[src/verilog/frc_pkg.sv]
// constants, register map and carrier types for the free running 16-bit counter
package frc_pkg;
	localparam int unsigned CLK_PERIOD_NS = 50;
	localparam logic [7:0] OFS_COUNT_HIGH = 8'h00;
	localparam logic [7:0] OFS_COUNT_LOW = 8'h04;
	localparam logic [7:0] OFS_SHADOW_HIGH = 8'h08;
	localparam logic [7:0] OFS_SHADOW_LOW = 8'h0C;
	localparam logic [7:0] OFS_FLAGS = 8'h10;
	localparam logic [7:0] OFS_CTRL_ONE = 8'h14;
	localparam logic [7:0] OFS_CTRL_TWO = 8'h18;
	localparam logic [7:0] OFS_EVT_STATUS = 8'h1C;
	localparam logic [7:0] OFS_EVT_MASK = 8'h20;
	localparam int unsigned BIT_WRAP_FLAG = 0;
	localparam int unsigned BIT_WRAP_IRQ_EN = 0;
	localparam int unsigned BIT_DIV_SEL_LO = 0;
	localparam int unsigned BIT_EXT_EDGE = 2;
	localparam int unsigned BIT_EVT_WRAP = 0;
	localparam int unsigned BIT_EVT_EXT = 1;
	localparam logic [15:0] COUNT_RESET = 16'hFFFC;
	localparam logic [15:0] COUNT_TOP = 16'hFFFF;
	localparam logic [2:0] PRESC_RESET = 3'h0;
	localparam logic [1:0] DIV_BY_2 = 2'h0;
	localparam logic [1:0] DIV_BY_4 = 2'h1;
	localparam logic [1:0] DIV_BY_8 = 2'h2;
	localparam logic [1:0] DIV_EXT = 2'h3;
	localparam int unsigned EXT_MIN_GAP = 4;

	typedef enum logic {
		FRC_RD_LIVE = 1'b0,
		FRC_RD_HELD = 1'b1
	} frc_rd_e;

	typedef struct packed {
		logic ext_edge_select;
		logic [1:0] tick_divider_select;
	} frc_ctrl_s;

	typedef struct packed {
		logic ext_evt;
		logic wrap_evt;
	} frc_evt_s;
endpackage

[src/verilog/frc_counter.sv]
// free running 16-bit counter with prescaler, buffered byte reads and wrap interrupt
// What this block does
// - 16-bit up-counter advanced by a prescaler
// - tick is clk/2, /4, /8 or external
// - divider select both ones picks external clock
// - reset and low-byte writes load FFFC
// - both ports same count; shadow low keeps flag
// - high read buffers low byte until low read
// - lone low read gives live low byte
// - wrap FFFF to 0000 sets wrap flag
// - irq when flag, enable, cpu mask clear
// - flag clears after status read, then low access
// - counter keeps counting in wait mode
// - halt freezes count; resumes or resets after
// - edge select picks rising or falling external edge
// - all counter updates on the cpu clock
// - unbonded timer input reads as one
//
// Chosen here: the APB slave port and the placing of the registers.
`timescale 1ns/100ps
module frc_counter #(
	parameter logic EXT_PIN_BONDED = 1'b1
) (
	input wire logic clk,
	input wire logic rst,
	input wire logic psel,
	input wire logic penable,
	input wire logic pwrite,
	input wire logic [7:0] paddr,
	input wire logic [31:0] pwdata,
	output logic [31:0] prdata,
	output logic pready,
	output logic pslverr,
	input wire logic ext_tick_pin,
	input wire logic cpu_irq_mask,
	input wire logic halt_mode,
	output logic irq
);
	import frc_pkg::*;

	logic [15:0] count_q, count_d;
	logic [2:0] presc_q, presc_d;
	logic ext_q, ext_d;
	logic wrap_flag_q, wrap_flag_d;
	logic clr_armed_q, clr_armed_d;
	frc_rd_e rd_q, rd_d;
	logic [7:0] low_buf_q, low_buf_d;
	logic wrap_irq_enable_q, wrap_irq_enable_d;
	frc_ctrl_s ctrl_q, ctrl_d;
	frc_evt_s evt_q, evt_d, mask_q, mask_d;
	logic [31:0] prdata_q, prdata_d;
	logic pslverr_q, pslverr_d;

	logic setup, access, rd_acc, wr_acc;
	logic hit_high, hit_low, hit_shadow_low, hit_any_low, hit_any_high;
	logic pin_level, ext_edge, tick, wrap;
	logic [7:0] low_now;

	function automatic logic [2:0] div_mask(input logic [1:0] sel);
		case (sel)
			DIV_BY_2: div_mask = 3'h1;
			DIV_BY_4: div_mask = 3'h3;
			default: div_mask = 3'h7;
		endcase
	endfunction

	function automatic logic mapped(input logic [7:0] a);
		mapped = (a == OFS_COUNT_HIGH) || (a == OFS_COUNT_LOW) || (a == OFS_SHADOW_HIGH) ||
			(a == OFS_SHADOW_LOW) || (a == OFS_FLAGS) || (a == OFS_CTRL_ONE) ||
			(a == OFS_CTRL_TWO) || (a == OFS_EVT_STATUS) || (a == OFS_EVT_MASK);
	endfunction

	// bus decode; answer comes in the first access cycle
	assign setup = psel && !penable;
	assign access = psel && penable;
	assign pready = access;
	assign rd_acc = access && !pwrite;
	assign wr_acc = access && pwrite;
	assign hit_high = paddr == OFS_COUNT_HIGH;
	assign hit_low = paddr == OFS_COUNT_LOW;
	assign hit_shadow_low = paddr == OFS_SHADOW_LOW;
	assign hit_any_low = hit_low || hit_shadow_low;
	assign hit_any_high = hit_high || (paddr == OFS_SHADOW_HIGH);
	assign prdata = prdata_q;
	assign pslverr = access && pslverr_q;

	// pin that is not bonded out reads high
	assign pin_level = EXT_PIN_BONDED ? ext_tick_pin : 1'b1;
	// edge select: one for rising, zero for falling
	assign ext_edge = ctrl_q.ext_edge_select ? (pin_level && !ext_q) : (!pin_level && ext_q);

	// internal ticks from the prescaler, external edge when both select bits set
	// halt freezes prescaler and counter; wait has no effect here
	// sampling an edge per clock relies on a slow external source
	always_comb begin
		if (halt_mode) begin
			tick = 1'b0;
		end else if (ctrl_q.tick_divider_select == DIV_EXT) begin
			tick = ext_edge;
		end else begin
			tick = (presc_q & div_mask(ctrl_q.tick_divider_select)) ==
				div_mask(ctrl_q.tick_divider_select);
		end
	end

	// wrap from the top value to zero
	assign wrap = tick && (count_q == COUNT_TOP);
	// both ports present the same count
	assign low_now = count_q[7:0];

	// counter and prescaler
	always_comb begin
		count_d = count_q;
		presc_d = presc_q;
		ext_d = pin_level;
		if (!halt_mode && ctrl_q.tick_divider_select != DIV_EXT) begin
			presc_d = presc_q + 3'h1;
		end
		if (tick) begin
			count_d = count_q + 16'h0001;
		end
		// any low-byte write restarts from the reload value
		if (wr_acc && hit_any_low) begin
			count_d = COUNT_RESET;
		end
	end

	// counter, prescaler and edge sampler all move on the one cpu clock
	always_ff @(posedge clk) begin
		if (rst) begin
			// reset value of both counter ports
			count_q <= COUNT_RESET;
			// prescaler restarts, first tick a full period later
			presc_q <= PRESC_RESET;
			// sampler starts at the pin level so no false edge follows reset
			ext_q <= pin_level;
		end else begin
			count_q <= count_d;
			presc_q <= presc_d;
			ext_q <= ext_d;
		end
	end

	// read buffer state
	always_comb begin
		rd_d = rd_q;
		low_buf_d = low_buf_q;
		// first high read buffers the low byte; later ones keep it
		// taken in setup with the high byte, so a carry before the access edge cannot split them
		if (setup && !pwrite && hit_any_high && rd_q == FRC_RD_LIVE) begin
			low_buf_d = low_now;
		end
		if (rd_acc && hit_any_high) begin
			rd_d = FRC_RD_HELD;
		end else if (rd_acc && hit_any_low) begin
			rd_d = FRC_RD_LIVE;
		end
	end

	always_ff @(posedge clk) begin
		if (rst) begin
			rd_q <= FRC_RD_LIVE;
			low_buf_q <= 8'h00;
		end else begin
			rd_q <= rd_d;
			low_buf_q <= low_buf_d;
		end
	end

	// wrap flag with its two-step clear
	always_comb begin
		wrap_flag_d = wrap_flag_q;
		clr_armed_d = clr_armed_q;
		// step one: status read while the flag is set
		// arms only if the read really showed the flag to software
		if (rd_acc && paddr == OFS_FLAGS && prdata_q[BIT_WRAP_FLAG]) begin
			clr_armed_d = 1'b1;
		end
		// step two: any access to the main low byte; shadow low not counted
		if (access && hit_low && clr_armed_q) begin
			wrap_flag_d = 1'b0;
			clr_armed_d = 1'b0;
		end
		// a wrap in the clearing cycle still sets the flag
		if (wrap) begin
			wrap_flag_d = 1'b1;
		end
	end

	always_ff @(posedge clk) begin
		if (rst) begin
			wrap_flag_q <= 1'b0;
			clr_armed_q <= 1'b0;
		end else begin
			wrap_flag_q <= wrap_flag_d;
			clr_armed_q <= clr_armed_d;
		end
	end

	// software registers and event status
	always_comb begin
		wrap_irq_enable_d = wrap_irq_enable_q;
		ctrl_d = ctrl_q;
		mask_d = mask_q;
		evt_d = evt_q;
		if (wr_acc && paddr == OFS_CTRL_ONE) begin
			wrap_irq_enable_d = pwdata[BIT_WRAP_IRQ_EN];
		end
		if (wr_acc && paddr == OFS_CTRL_TWO) begin
			ctrl_d.tick_divider_select = pwdata[BIT_DIV_SEL_LO +: 2];
			ctrl_d.ext_edge_select = pwdata[BIT_EXT_EDGE];
		end
		if (wr_acc && paddr == OFS_EVT_MASK) begin
			mask_d = pwdata[1:0];
		end
		// write one to clear; a new event in the same cycle wins
		if (wr_acc && paddr == OFS_EVT_STATUS) begin
			evt_d = evt_q & ~frc_evt_s'(pwdata[1:0]);
		end
		if (wrap) begin
			evt_d.wrap_evt = 1'b1;
		end
		if (tick && ctrl_q.tick_divider_select == DIV_EXT) begin
			evt_d.ext_evt = 1'b1;
		end
	end

	always_ff @(posedge clk) begin
		if (rst) begin
			wrap_irq_enable_q <= 1'b0;
			ctrl_q <= '0;
			mask_q <= '0;
			evt_q <= '0;
		end else begin
			wrap_irq_enable_q <= wrap_irq_enable_d;
			ctrl_q <= ctrl_d;
			mask_q <= mask_d;
			evt_q <= evt_d;
		end
	end

	// wrap request held until enable set and cpu mask clear
	assign irq = (wrap_flag_q && wrap_irq_enable_q && !cpu_irq_mask) || ((evt_q & mask_q) != '0);

	// read data captured in setup; buffer state cannot move before the access edge, but a wrap can still set the flag
	always_comb begin
		prdata_d = prdata_q;
		pslverr_d = pslverr_q;
		if (setup) begin
			prdata_d = 32'h0000_0000;
			pslverr_d = !mapped(paddr);
			case (paddr)
				OFS_COUNT_HIGH, OFS_SHADOW_HIGH: begin
					prdata_d[7:0] = count_q[15:8];
				end
				// live low byte unless a buffered sequence is open
				OFS_COUNT_LOW, OFS_SHADOW_LOW: begin
					prdata_d[7:0] = (rd_q == FRC_RD_HELD) ? low_buf_q : low_now;
				end
				OFS_FLAGS: begin
					prdata_d[BIT_WRAP_FLAG] = wrap_flag_q;
				end
				OFS_CTRL_ONE: begin
					prdata_d[BIT_WRAP_IRQ_EN] = wrap_irq_enable_q;
				end
				OFS_CTRL_TWO: begin
					prdata_d[BIT_DIV_SEL_LO +: 2] = ctrl_q.tick_divider_select;
					prdata_d[BIT_EXT_EDGE] = ctrl_q.ext_edge_select;
				end
				OFS_EVT_STATUS: begin
					prdata_d[1:0] = evt_q;
				end
				OFS_EVT_MASK: begin
					prdata_d[1:0] = mask_q;
				end
				default: begin
					prdata_d = 32'h0000_0000;
				end
			endcase
		end
	end

	always_ff @(posedge clk) begin
		if (rst) begin
			prdata_q <= 32'h0000_0000;
			pslverr_q <= 1'b0;
		end else begin
			prdata_q <= prdata_d;
			pslverr_q <= pslverr_d;
		end
	end
endmodule

[config.mk]
export PLATFORM = sky130hd
export DESIGN_NAME = frc_counter
export DESIGN_NICKNAME = d
export VERILOG_FILES = /design/src/verilog/frc_pkg.sv /design/src/verilog/frc_counter.sv
export SDC_FILE = /design/constraint.sdc
export NUM_CORES = 1
export LEC_CHECK = 0
export BUFFER_PORTS_ARGS = -buffer_cell sky130_fd_sc_hd__buf_2
export CORE_AREA = 2 2 76 78
export DETAILED_ROUTE_END_ITERATION = 12
export DIE_AREA = 0 0 78 80
export PLACE_DENSITY = 0.79
export SLEW_MARGIN = 0
export SYNTH_ARGS = -nofsm -noshare
export SYNTH_HDL_FRONTEND = slang
export SYNTH_SLANG_ARGS = --single-unit
[constraint.sdc]
create_clock -name clk -period 2.2 [get_ports clk]
set_input_delay 0.11 -clock clk [delete_from_list [all_inputs] [get_ports clk]]
set_output_delay 0.11 -clock clk [all_outputs]
set_load 0.01 [all_outputs]
### Word-level counts from Yosys, hierarchy flattened

Index checks and enable logic that the tools add are counted.

| operators by class | value |
|---|---|
| add/sub/neg operators | 2 |
| equality and inequality tests | 13 |
| muxes and demuxes | 18 |
| bitwise logic cells | 5 |
| reductions and logical operators | 55 |

Operators by type and width:

| kind | number |
|---|---|
| $eq 8x5->1 const B | 4 |
| $logic_and 1x1->1 | 26 |
| $add 16x1->16 const B | 1 |
| $eq 16x16->1 const B | 1 |
| $eq 8x4->1 const B | 2 |
| $logic_or 1x1->1 | 11 |
| $pmux 5 s2 | 1 |
| $reduce_bool 2->1 | 5 |
| $mux 1 | 9 |
| $eq 8x3->1 const B | 1 |
| $eq 8x6->1 const B | 1 |
| $logic_not 8->1 | 1 |
| $mux 8 | 1 |
| $reduce_or 2->1 | 4 |
| $logic_not 1->1 | 7 |
| $pmux 1 s7 | 1 |
| $mux 3 | 2 |
| $pmux 3 s2 | 1 |
| $pmux 1 s5 | 1 |
| $and 2x2->2 | 2 |
| $add 3x1->3 const B | 1 |
| $and 3x3->3 | 1 |
| $eq 3x3->1 | 1 |
| $pmux 1 s3 | 1 |
| 7 further kinds | 7 |

| storage, ports and cells | value |
|---|---|
| register bits | 48 |
| input port bits | 48 |
| output and inout bits | 35 |
| logic and storage cells | 109 |

### Longest topological paths before layout

Gate-level depths: netlist of the first run.

| depth | value |
|---|---|
| depth in word-level cells | 10 |
| mapped depth | 6 |

### Least setup slack after synthesis of the first run

Ideal clock, no wire load.

| timing | value |
|---|---|
| path kind | reg-to-reg |
| from | register presc_q[1] |
| to | register count_q[15] |
| arrival | 1.509 ns |
| setup slack | 0.619 ns |
| stages on the path, launching flop included | 5 |
| path buffers | 0 |
| period minus slack after synthesis | 1.581 ns |
| cells stage by stage | dfxtp_1 nor2b_1 o311ai_2 a2111oi_0 mux2i_1 |

| between the ends | value |
|---|---|
| longest elaborated chain between the ends | 4 |

RTL lines:

| what | RTL line | RTL |
|---|---|---|
| start: declaration | frc_counter.sv:42 | `logic [2:0] presc_q, presc_d;` |
| start signal: assignment | frc_counter.sv:139 | `presc_q <= presc_d;` |
| $and 3x3->3 | frc_counter.sv:101 | `tick = (presc_q & div_mask(ctrl_q.tick_divider_select)) ==` |
| $eq 3x3->1 | frc_counter.sv:101 |  |
| $mux 1 | frc_counter.sv:98 | `end else if (ctrl_q.tick_divider_select == DIV_EXT) begin` |
| $mux 1 | frc_counter.sv:96 | `if (halt_mode) begin` |
| end signal: assignment | frc_counter.sv:138 | `count_q <= count_d;` |
| end: declaration | frc_counter.sv:41 | `logic [15:0] count_q, count_d;` |

Every way passes these cells.
A chain may end at the register's enable or synchronous reset.

### Worst setup path in the final report of the first run

| timing | value |
|---|---|
| from | register ctrl_q[1] in the netlist's numbering |
| to | register count_q[15] |

| between the ends | value |
|---|---|
| longest elaborated chain between the ends | 8 |
| elaborated cells between the ends (all ways) | 10 |
| classes of those cells | eq/ne: 3; mux: 5; bitwise: 1; reduce/logical: 1 |

RTL lines:

| what | RTL line | RTL |
|---|---|---|
| start: declaration | frc_counter.sv:49 | `frc_ctrl_s ctrl_q, ctrl_d;` |
| start signal: assignment | frc_counter.sv:236 | `ctrl_q <= ctrl_d;` |
| $eq 2x1->1 / $logic_not 2->1 (equally long branches) | frc_counter.sv:60 | `case (sel)` |
| $pmux 3 s2 | frc_counter.sv:60 |  |
| $mux 3 | frc_counter.sv:98 |  |
| $mux 3 | frc_counter.sv:96 |  |
| $and 3x3->3 | frc_counter.sv:101 |  |
| $eq 3x3->1 | frc_counter.sv:101 |  |
| $mux 1 * | frc_counter.sv:98 |  |
| $mux 1 * | frc_counter.sv:96 |  |

Mark *: on every way between the ends. The rest lies on a longest branch, timed or not. The select of a mux whose other input is x is not followed.

==> impl_metrics.json, run 1 <==
{
  "outcome": "finished, final reports clean",
  "tns_ps": 0,
  "worstPathBufferInverterCount": 1,
  "setup_violations": 0,
  "cp.arrival_ps": 2020,
  "async_flop_share_pct": 0,
  "post_drt_via_cell_ratio": 5.532,
  "worstSetupEndpoint": "count_q[15]",
  "rsz0062_at_grt": "false",
  "clock-sinks": 48,
  "first_pass_iters": 5,
  "critical_path_depth": 5,
  "num_antenna_cells": 0,
  "max_freq_ghz": 0.5626,
  "vdd_drop_max_mv": 0.2109,
  "grt_max_degree": 33,
  "cts.clk_slew.worst_paths_ps": 90,
  "drv_slew": 0,
  "synth_seq_cells": 48,
  "route.detailed.drc": 0,
  "gp_congestion": 0.8656,
  "startpoint": "ctrl_q[1]",
  "crit_path_end_kind": "register",
  "clk_latency_ps": 310,
  "fin_crit_sh_pct": 80.80,
  "synth-edff-count": 0,
  "ys_seq_area_share_pct": 35.05,
  "dieArea_um2": 6240,
  "r2r_slack_ps": 420,
  "grt_pass1_wl_mm": 9.404,
  "maxCapViolCount": 0,
  "synth_cell_types": 56,
  "p_leak_nw": 1.227,
  "clk_path_buf_depth": 2,
  "cts_root_buf": "clkbuf_8",
  "cp_slowest_cell": "a2111oi_0",
  "ys.flop_type": "dfxtp_1",
  "crit_path_start_kind": "register",
  "worst_r2r_path_depth": 5,
  "io_pins": 83,
  "critPathKind": "reg2reg",
  "required_ps": 2440,
  "worst_pin_slew_ps": 1016,
  "grt.total_usage_pct": 18.88,
  "finClkSkew_ps": 8.733,
  "min_period_ps": 1778,
  "std_cell_rows": 27,
  "hp-class": "in2reg",
  "drt-initial-drc-count": 126,
  "worstPathCellList": "nor2b_1 > o311ai_2 > buf_4 > a2111oi_0 > mux2i_1",
  "r2r-end": "count_q[15]",
  "grt_overflow": 0,
  "cts_tree": "done",
  "num_vias": 2318,
  "cts-buffers-inserted": 5,
  "grt_antenna_before_repair": 0,
  "ant_nets": 0,
  "totalWireLength_mm": 5.738,
  "hold_violations": 0,
  "syn_to_final_growth_pct": 8.580,
  "io_buffers": 29,
  "r2r_start": "ctrl_q[1]",
  "hpwl_mm": 4.146,
  "critPathMaxFanout": 10,
  "fin_nets": 396,
  "drive_gt1_share_pct": 15.56,
  "chipWidth_um": 78,
  "initial_utilization_pct": 50.72,
  "finish.utilization_pct": 55.07,
  "syn_avg_cell_area_um2": 8.594,
  "synthCells": 319,
  "die_h_um": 80,
  "ys_warn_count": 0,
  "synth_area_um2": 2741,
  "cp_top_family": "compound AO/OA/AOI/OAI gates",
  "ctsHtreeMaxLevel": 2,
  "routedWlPerCell_um": 13.69,
  "core_um2": 5405,
  "powerDensity_nw_per_um2": 542.6,
  "first_global_vias": 1957,
  "critPathMaxStageDelay_ps": 520,
  "relSlewSlack_pct": 31.93,
  "cts_resized": 0
}
==> registers in the layout (all words and copies together), names as in the netlist <==
name               cells
clr_armed_q            1
wrap_irq_enable_q      1
count_q               16
pslverr_q              1
mask_q                 2
low_buf_q              8
ext_q                  1
wrap_flag_q            1
presc_q                3
evt_q                  2
ctrl_q                 3
rd_q                   1
prdata                 8
==> metal layers <==
| metal | routed length, um | GRT usage (%) | vias to the layer above |
|---|---|---|---|
| met2 | 2634 | 30.52 | 86 |
| met5 | 0 | 0 | - |
| met3 | 364 | 3.846 | 6 |
| li1 | - | - | 1149 |
| met1 | 2677 | 25.59 | 1077 |
| met4 | 62 | 5.263 | 0 |
==> report_power, final <==
part	leakage, nW	internal, mW	switching [mW]
Combinational	0.795	0.0522	0.0998
Sequential	0.389	0.879	0.0101
Clock	0.0434	0.255	0.319
Total	1.23	1.19	0.429
==> cells in the final DEF, fill, tap and decap left out, drive strengths merged, types with 3 or more instances in the layout <==
master  instances
a211oi          3
a21oi          22
a22oi           7
a311oi          3
and2           13
and3            3
and3b           3
and4            4
buf            37
clkbuf          6
conb           24
dfxtp          48
inv             3
mux2i          35
nand2          12
nand2b          3
nand3          10
nand4           5
nor2           52
nor2b           3
nor3            5
o211ai          3
o21ai           7
==> metrics by stage <==
step                power [mW]  worst slack (ps)  hold slack [ps]  area, um2  instances
global placement         1.055             381.3            244.2       2869        410
detailed placement       1.059             337.1            243.3       2869        410
CTS                      1.625             406.4            42.46       2977        419
floorplan                1.039             619.1            137.7       2828        342
finish                   1.615             422.4            39.77       2977        419
global route             1.691             260.4            53.72       2977        419
==> worst min-delay path, delay by kind of cell <==
family	cells	cell delay, ps
buf+inv	1	70
mux	1	60
simple gates	1	70
==> what timing repair did <==
item,CTS,global route
setup buffers,0,0
hold buffers,1,0
hold endpoints to repair,1,0
==> cell families (layout without fill, tap and decap cells) <==
group | after synthesis | after routing | share of synthesized area [%]
muxes | 37 | 37 | 14.01
AOI/OAI and AO/OA | 60 | 60 | 14.88
and+or+nand+nor | 125 | 125 | 24.69
buffers and inverters | 44 | 49 | 9.676
other | 1 | 24 | 0.1368
adders and majority gates | 2 | 2 | 0.9127
xor gates and xnor gates | 2 | 2 | 0.6391
DFF | 48 | 48 | 35.05
==> cell type report <==
cell class                 instances  area [um2]
clock inverter                     2       15.01
fill                             507        2429
clock buffer                       6       82.58
sequential                        48       960.9
inverter                           3       11.26
tap                               72       90.09
timing repair buffer              38       215.2
multi-input combinational        250        1602
==> worst min-delay path by stage <==
stage	start	end	cells past startpoint
4_1_cts	pwdata[2]	ctrl_q[2]	3
5_1_grt	pwdata[2]	ctrl_q[2]	3
2_1_floorplan	ext_tick_pin	ext_q	0
6_report	pwdata[2]	ctrl_q[2]	3
3_5_place_dp	ext_tick_pin	ext_q	1
3_3_place_gp	ext_tick_pin	ext_q	1
==> Yosys cell counts, types with 3 or more instances <==
cell type  count  area share [%]
nand2_1       12             1.6
and4_1         4             1.3
a22oi_1        7             1.9
mux2i_1       35              13
nor3_1         4            0.73
o211ai_1       3            0.82
a211oi_1       3            0.82
and3_1         3            0.68
nor2b_1        3            0.68
nand3_1       10             1.8
inv_1          3            0.41
nand2b_1       3            0.68
dfxtp_1       48              35
buf_4         25             6.8
buf_2          4            0.73
clkbuf_1      10             1.4
and3b_1        3            0.96
o21ai_1        5            0.91
a21oi_1       22             4.0
nor2_1        52             7.1
nand4_1        5             1.1
and2_1        11             2.5
(Power assumes the default switching activity.)
==> inputs of run 2 (changes only) <==
Clock period 2.2 ns to 1.86 ns, I/O delays scaled along.
==> run 2 against run 1 <==
Against the previous run: hold slack got worse by 14 ps; clock skew fell by 2.4 ps; highest routed layer unchanged; final cell count rose by 1.4%; critical endpoint is now evt_q[0]; utilization rose by 1.4 points; design area rose by 2.5%; first-iteration DRC count rose by 17%; sequential share of layout area fell by 0.79 points; non-clock buffer count rose by 6; clock power rose by 33%; wire length rose by 4.7%; via count rose by 2.1%; critical path type is now in2reg.
==> impl_metrics.json, run 2 (synthesis gave the netlist of run 1 again) <==
{
  "outcome": "finished, final reports clean",
  "num_antenna_cells": 0,
  "cts.clk_slew.worst_paths_ps": 90,
  "initial_utilization_pct": 50.72,
  "die_h_um": 80,
  "post_cts_buffers": 0,
  "critPathMaxStageDelay_ps": 530,
  "clk_path_buf_depth": 2,
  "dpl_cell_area_um2": 2914,
  "fin_crit_sh_pct": 93.19,
  "std_cell_rows": 27,
  "grt_max_degree": 33,
  "mostFrequentLayoutCells": "52 x nor2_1, 48 x dfxtp_1, 35 x mux2i_1, 29 x buf_2, 24 x conb_1",
  "fill_cells": 501,
  "setup_violations": 0,
  "cp_slowest_cell": "dlygate4sd3_1",
  "ctsHtreeMaxLevel": 2,
  "fin_nets": 402,
  "p_leak_nw": 1.267,
  "grt_overflow": 0,
  "rsz0062_at_grt": "false",
  "power_mw": 2.004,
  "finClkSkew_ps": 6.348,
  "cts_tree": "done",
  "powerDensity_nw_per_um2": 656.6,
  "first_pass_iters": 4,
  "max_freq_ghz": 0.5769,
  "route.detailed.drc": 0,
  "hold_violations": 0,
  "totalWireLength_mm": 6.008,
  "setup_ws_ps": 126.6,
  "num_vias": 2367,
  "clk_latency_ps": 310,
  "cts-buffers-inserted": 5,
  "grt_pass1_wl_mm": 9.936,
  "dr_wl_met2_mm": 2.774,
  "ant_nets": 0,
  "dp.cells": 416,
  "critPathMaxFanout": 10,
  "route.met3.wl_um": 423,
  "drt-initial-drc-count": 148,
  "top_layer": "met4",
  "wl_met1_mm": 2.710,
  "core_um2": 5405,
  "chipWidth_um": 78,
  "maxCapViolCount": 0,
  "worstPathCellList": "dlygate4sd3_1 > buf_2 > nor3b_1 > o21ai_1 > buf_4 > a2111o_1 > a21oi_1",
  "min_path_cells": 3,
  "worst_pin_slew_ps": 1129,
  "final_common_cell": "nor2_1",
  "hpwl_mm": 4.286,
  "syn_to_final_growth_pct": 11.32,
  "drv_slew": 0,
  "largest_register_ffs": 16,
  "first_global_vias": 2185,
  "routedWlPerCell_um": 14.14,
  "drive_gt1_share_pct": 17.85,
  "final_cell_area_um2": 3052,
  "clock-sinks": 48,
  "cp.arrival_ps": 1970,
  "min_period_ps": 1733,
  "relSlewSlack_pct": 24.38,
  "tns_ps": 0,
  "io_buffers": 29,
  "grt_antenna_before_repair": 0,
  "finish.utilization_pct": 56.46,
  "critPathKind": "in2reg",
  "cts_root_buf": "clkbuf_8",
  "top_register": "count_q",
  "worst_r2r_path_depth": 5,
  "crit_path_start_kind": "input pin",
  "io_pins": 83,
  "stdcell_count": 425,
  "vdd_drop_max_mv": 0.3643,
  "required_ps": 2100,
  "whs_ps": 25.31,
  "gp_congestion": 0.8875,
  "r2r_slack_ps": 180,
  "grt.total_usage_pct": 19.70,
  "hp-class": "in2reg",
  "dieArea_um2": 6240,
  "place_ws_ps": 71.39,
  "post_drt_via_cell_ratio": 5.569,
  "crit_path_end_kind": "register"
}
## run 2: cell type report
class                      instances  area [um2]  share of cell area [%]
timing repair buffer              44       260.3                   8.528
tap                               72       90.09                   2.952
multi-input combinational        250        1618                   53.01
clock inverter                     3       42.54                   1.394
clock buffer                       5       68.82                   2.255
inverter                           3       11.26                  0.3690
sequential                        48       960.9                   31.49
## run 2: critical path: cells and delay by family
| family | cells | cell delay [ps] |
|---|---|---|
| AO/OA/AOI/OAI | 3 | 700 |
| buffers and inverters | 3 | 860 |
| AND/OR/NAND/NOR | 1 | 320 |
## run 2: path summary, 6_finish.rpt
check | startpoint | endpoint
setup / recovery | ext_tick_pin | evt_q[0]
hold / removal | pwdata[2] | ctrl_q[2]
setup reg to reg | ctrl_q[2] | evt_q[0]
hold reg to reg | wrap_flag_q | wrap_flag_q
## run 2: power by group
| part | switching (mW) | internal [mW] |
|---|---|---|
| registers | 0.0125 | 1.04 |
| clock network | 0.365 | 0.398 |
| logic | 0.123 | 0.0663 |
## run 2: per-layer routing
layer | vias to the layer above | track usage, %
met2 | 94 | 32.24
met1 | 1097 | 25.56
li1 | 1165 | -
met3 | 11 | 4.299
met5 | - | 0
met4 | 0 | 7.193
## run 2: what timing repair did
action	in CTS	in global routing
endpoints found under the hold margin	1	0
setup endpoints to repair	0	6
hold buffers	1	0
gates resized for setup	0	4
==> inputs of run 3 (changes only) <==
Clock period 1.86 ns to 1.8 ns, I/O delays scaled along.
==> run 3 against run 2 <==
Against the previous run: setup slack worse by 3.4 ps; clock skew rose by 3.3 ps; critical path depth fell by 2; hold slack got worse by 2.1 ps; sequential power about the same; wire length rose by 0.55%; design area grew 0.86%; total power grew 3.6%; clock power increased by 3.9%; sequential share of layout area is 0.23 points lower; global-route usage up 1.0 points; final cell count up 0.94%; critical endpoint is now count_q[15]; largest cell class unchanged; largest power group unchanged; highest routed layer unchanged.
==> impl_metrics.json, run 3 (synthesis gave the netlist of run 1 again) <==
{
  "p_leak_nw": 1.286,
  "hp-class": "in2reg",
  "grt_antenna_before_repair": 0,
  "first_global_vias": 2259,
  "setup_ws_ps": 123.3,
  "crit_path_start_kind": "register",
  "rsz0062_at_grt": "false",
  "whs_ps": 23.20,
  "relSlewSlack_pct": 29.02,
  "first_pass_iters": 4,
  "grt_overflow": 0,
  "place_ws_ps": -73.29,
  "setup_violations": 0,
  "core_um2": 5405,
  "cts_tree": "done",
  "num_antenna_cells": 0,
  "max_freq_ghz": 0.5964,
  "vdd_drop_max_mv": 0.3148,
  "outcome": "finished, final reports clean",
  "drv_slew": 0,
  "clk_latency_ps": 310,
  "std_cell_rows": 27,
  "num_vias": 2400,
  "hp-start": "pwdata[2]",
  "fill_cells": 489,
  "tns_ps": 0,
  "initial_utilization_pct": 50.72,
  "mostFrequentLayoutCells": "52 x nor2_1, 47 x dfxtp_1, 35 x mux2i_1, 29 x buf_2, 24 x conb_1",
  "clk_path_buf_depth": 2,
  "routedWlPerCell_um": 14.08,
  "dp.cells": 420,
  "ant_nets": 0,
  "cts-buffers-inserted": 5,
  "critPathKind": "reg2reg",
  "crit_path_end_kind": "register",
  "chipWidth_um": 78,
  "fin_crit_sh_pct": 93.15,
  "io_buffers": 29,
  "grt_max_degree": 33,
  "post_drt_via_cell_ratio": 5.594,
  "final_common_cell": "nor2_1",
  "drt-initial-drc-count": 148,
  "clock-sinks": 48,
  "hold_violations": 0,
  "hpwl_mm": 4.435,
  "critPathMaxFanout": 10,
  "totalWireLength_mm": 6.041,
  "cts_root_buf": "clkbuf_8",
  "cts.clk_slew.worst_paths_ps": 90,
  "worst_r2r_path_depth": 5,
  "cp.arrival_ps": 1920,
  "die_h_um": 80,
  "maxCapViolCount": 0,
  "min_path_cells": 3,
  "grt.total_usage_pct": 20.74,
  "grt_pass1_wl_mm": 10.48,
  "startpoint": "ctrl_q[0]",
  "route.detailed.drc": 0,
  "required_ps": 2040,
  "regArea_um2": 962.2,
  "syn_to_final_growth_pct": 12.28,
  "top_register": "count_q",
  "gp_congestion": 0.8549,
  "finClkSkew_ps": 9.693,
  "multi_input_area_um2": 1613,
  "drive_gt1_share_pct": 18.77,
  "r2r_start": "ctrl_q[0]",
  "finish.utilization_pct": 56.94,
  "io_pins": 83,
  "largest_register_ffs": 16,
  "dieArea_um2": 6240,
  "ctsHtreeMaxLevel": 2,
  "worst_pin_slew_ps": 1060,
  "fin_nets": 406,
  "stdcell_count": 429,
  "powerDensity_nw_per_um2": 674.5,
  "min_period_ps": 1677
}
==> run 3: layout make-up <==
class                           instances  share of cell area, %
Sequential cell                        48                  31.26
Clock buffer                            5                  2.236
Clock inverter                          3                  1.382
Inverter                                3                 0.3659
Multi-Input combinational cell        250                  52.40
Timing Repair Buffer                   48                  9.431
Tap cell                               72                  2.927
==> run 3: worst max-delay path, stage by stage, from the launching register on <==
cell,delay (ps)
dfxtp_1,360
and3b_1,300
o311ai_2,90
buf_4,190
a2111oi_1,450
mux2i_1,230
==> run 3: where the power goes <==
part	switching, mW	internal, mW	leakage, nW
clock network	0.382	0.412	0.0541
logic	0.127	0.0712	0.843
registers	0.0103	1.07	0.389
total	0.519	1.56	1.29
==> run 3: layer usage <==
metal | share of wire (%) | track usage, % | up-vias
li1 | - | - | 1170
met1 | 46 | 26.21 | 1152
met2 | 48 | 36.81 | 73
met3 | 5.2 | 3.733 | 5
met4 | 0.93 | 4.737 | 0
met5 | 0 | 0 | -
==> run 3: final timing paths <==
kind,endpoint,slack (ps)
worst min-delay path,ctrl_q[2],20
worst max-delay path,count_q[15],120
worst max register to register,count_q[15],120
worst min register to register,wrap_flag_q,490
==> run 3: repair_timing <==
| action | 4_1_cts | 5_1_grt |
|---|---|---|
| pin swaps | 0 | 0 |
| hold buffers | 1 | 0 |
| buffers inserted | 0 | 0 |
| gates resized for setup | 1 | 3 |
| endpoints found under the setup margin | 1 | 3 |
| hold endpoints to repair | 1 | 0 |
==> run 3: through the flow <==
step / area [um2] / power, mW
after floorplan: 2828 / 1.270
after global placement: 2944 / 1.297
after detailed placement: 2944 / 1.302
after CTS: 3073 / 2.078
after global routing: 3078 / 2.160
final: 3078 / 2.076
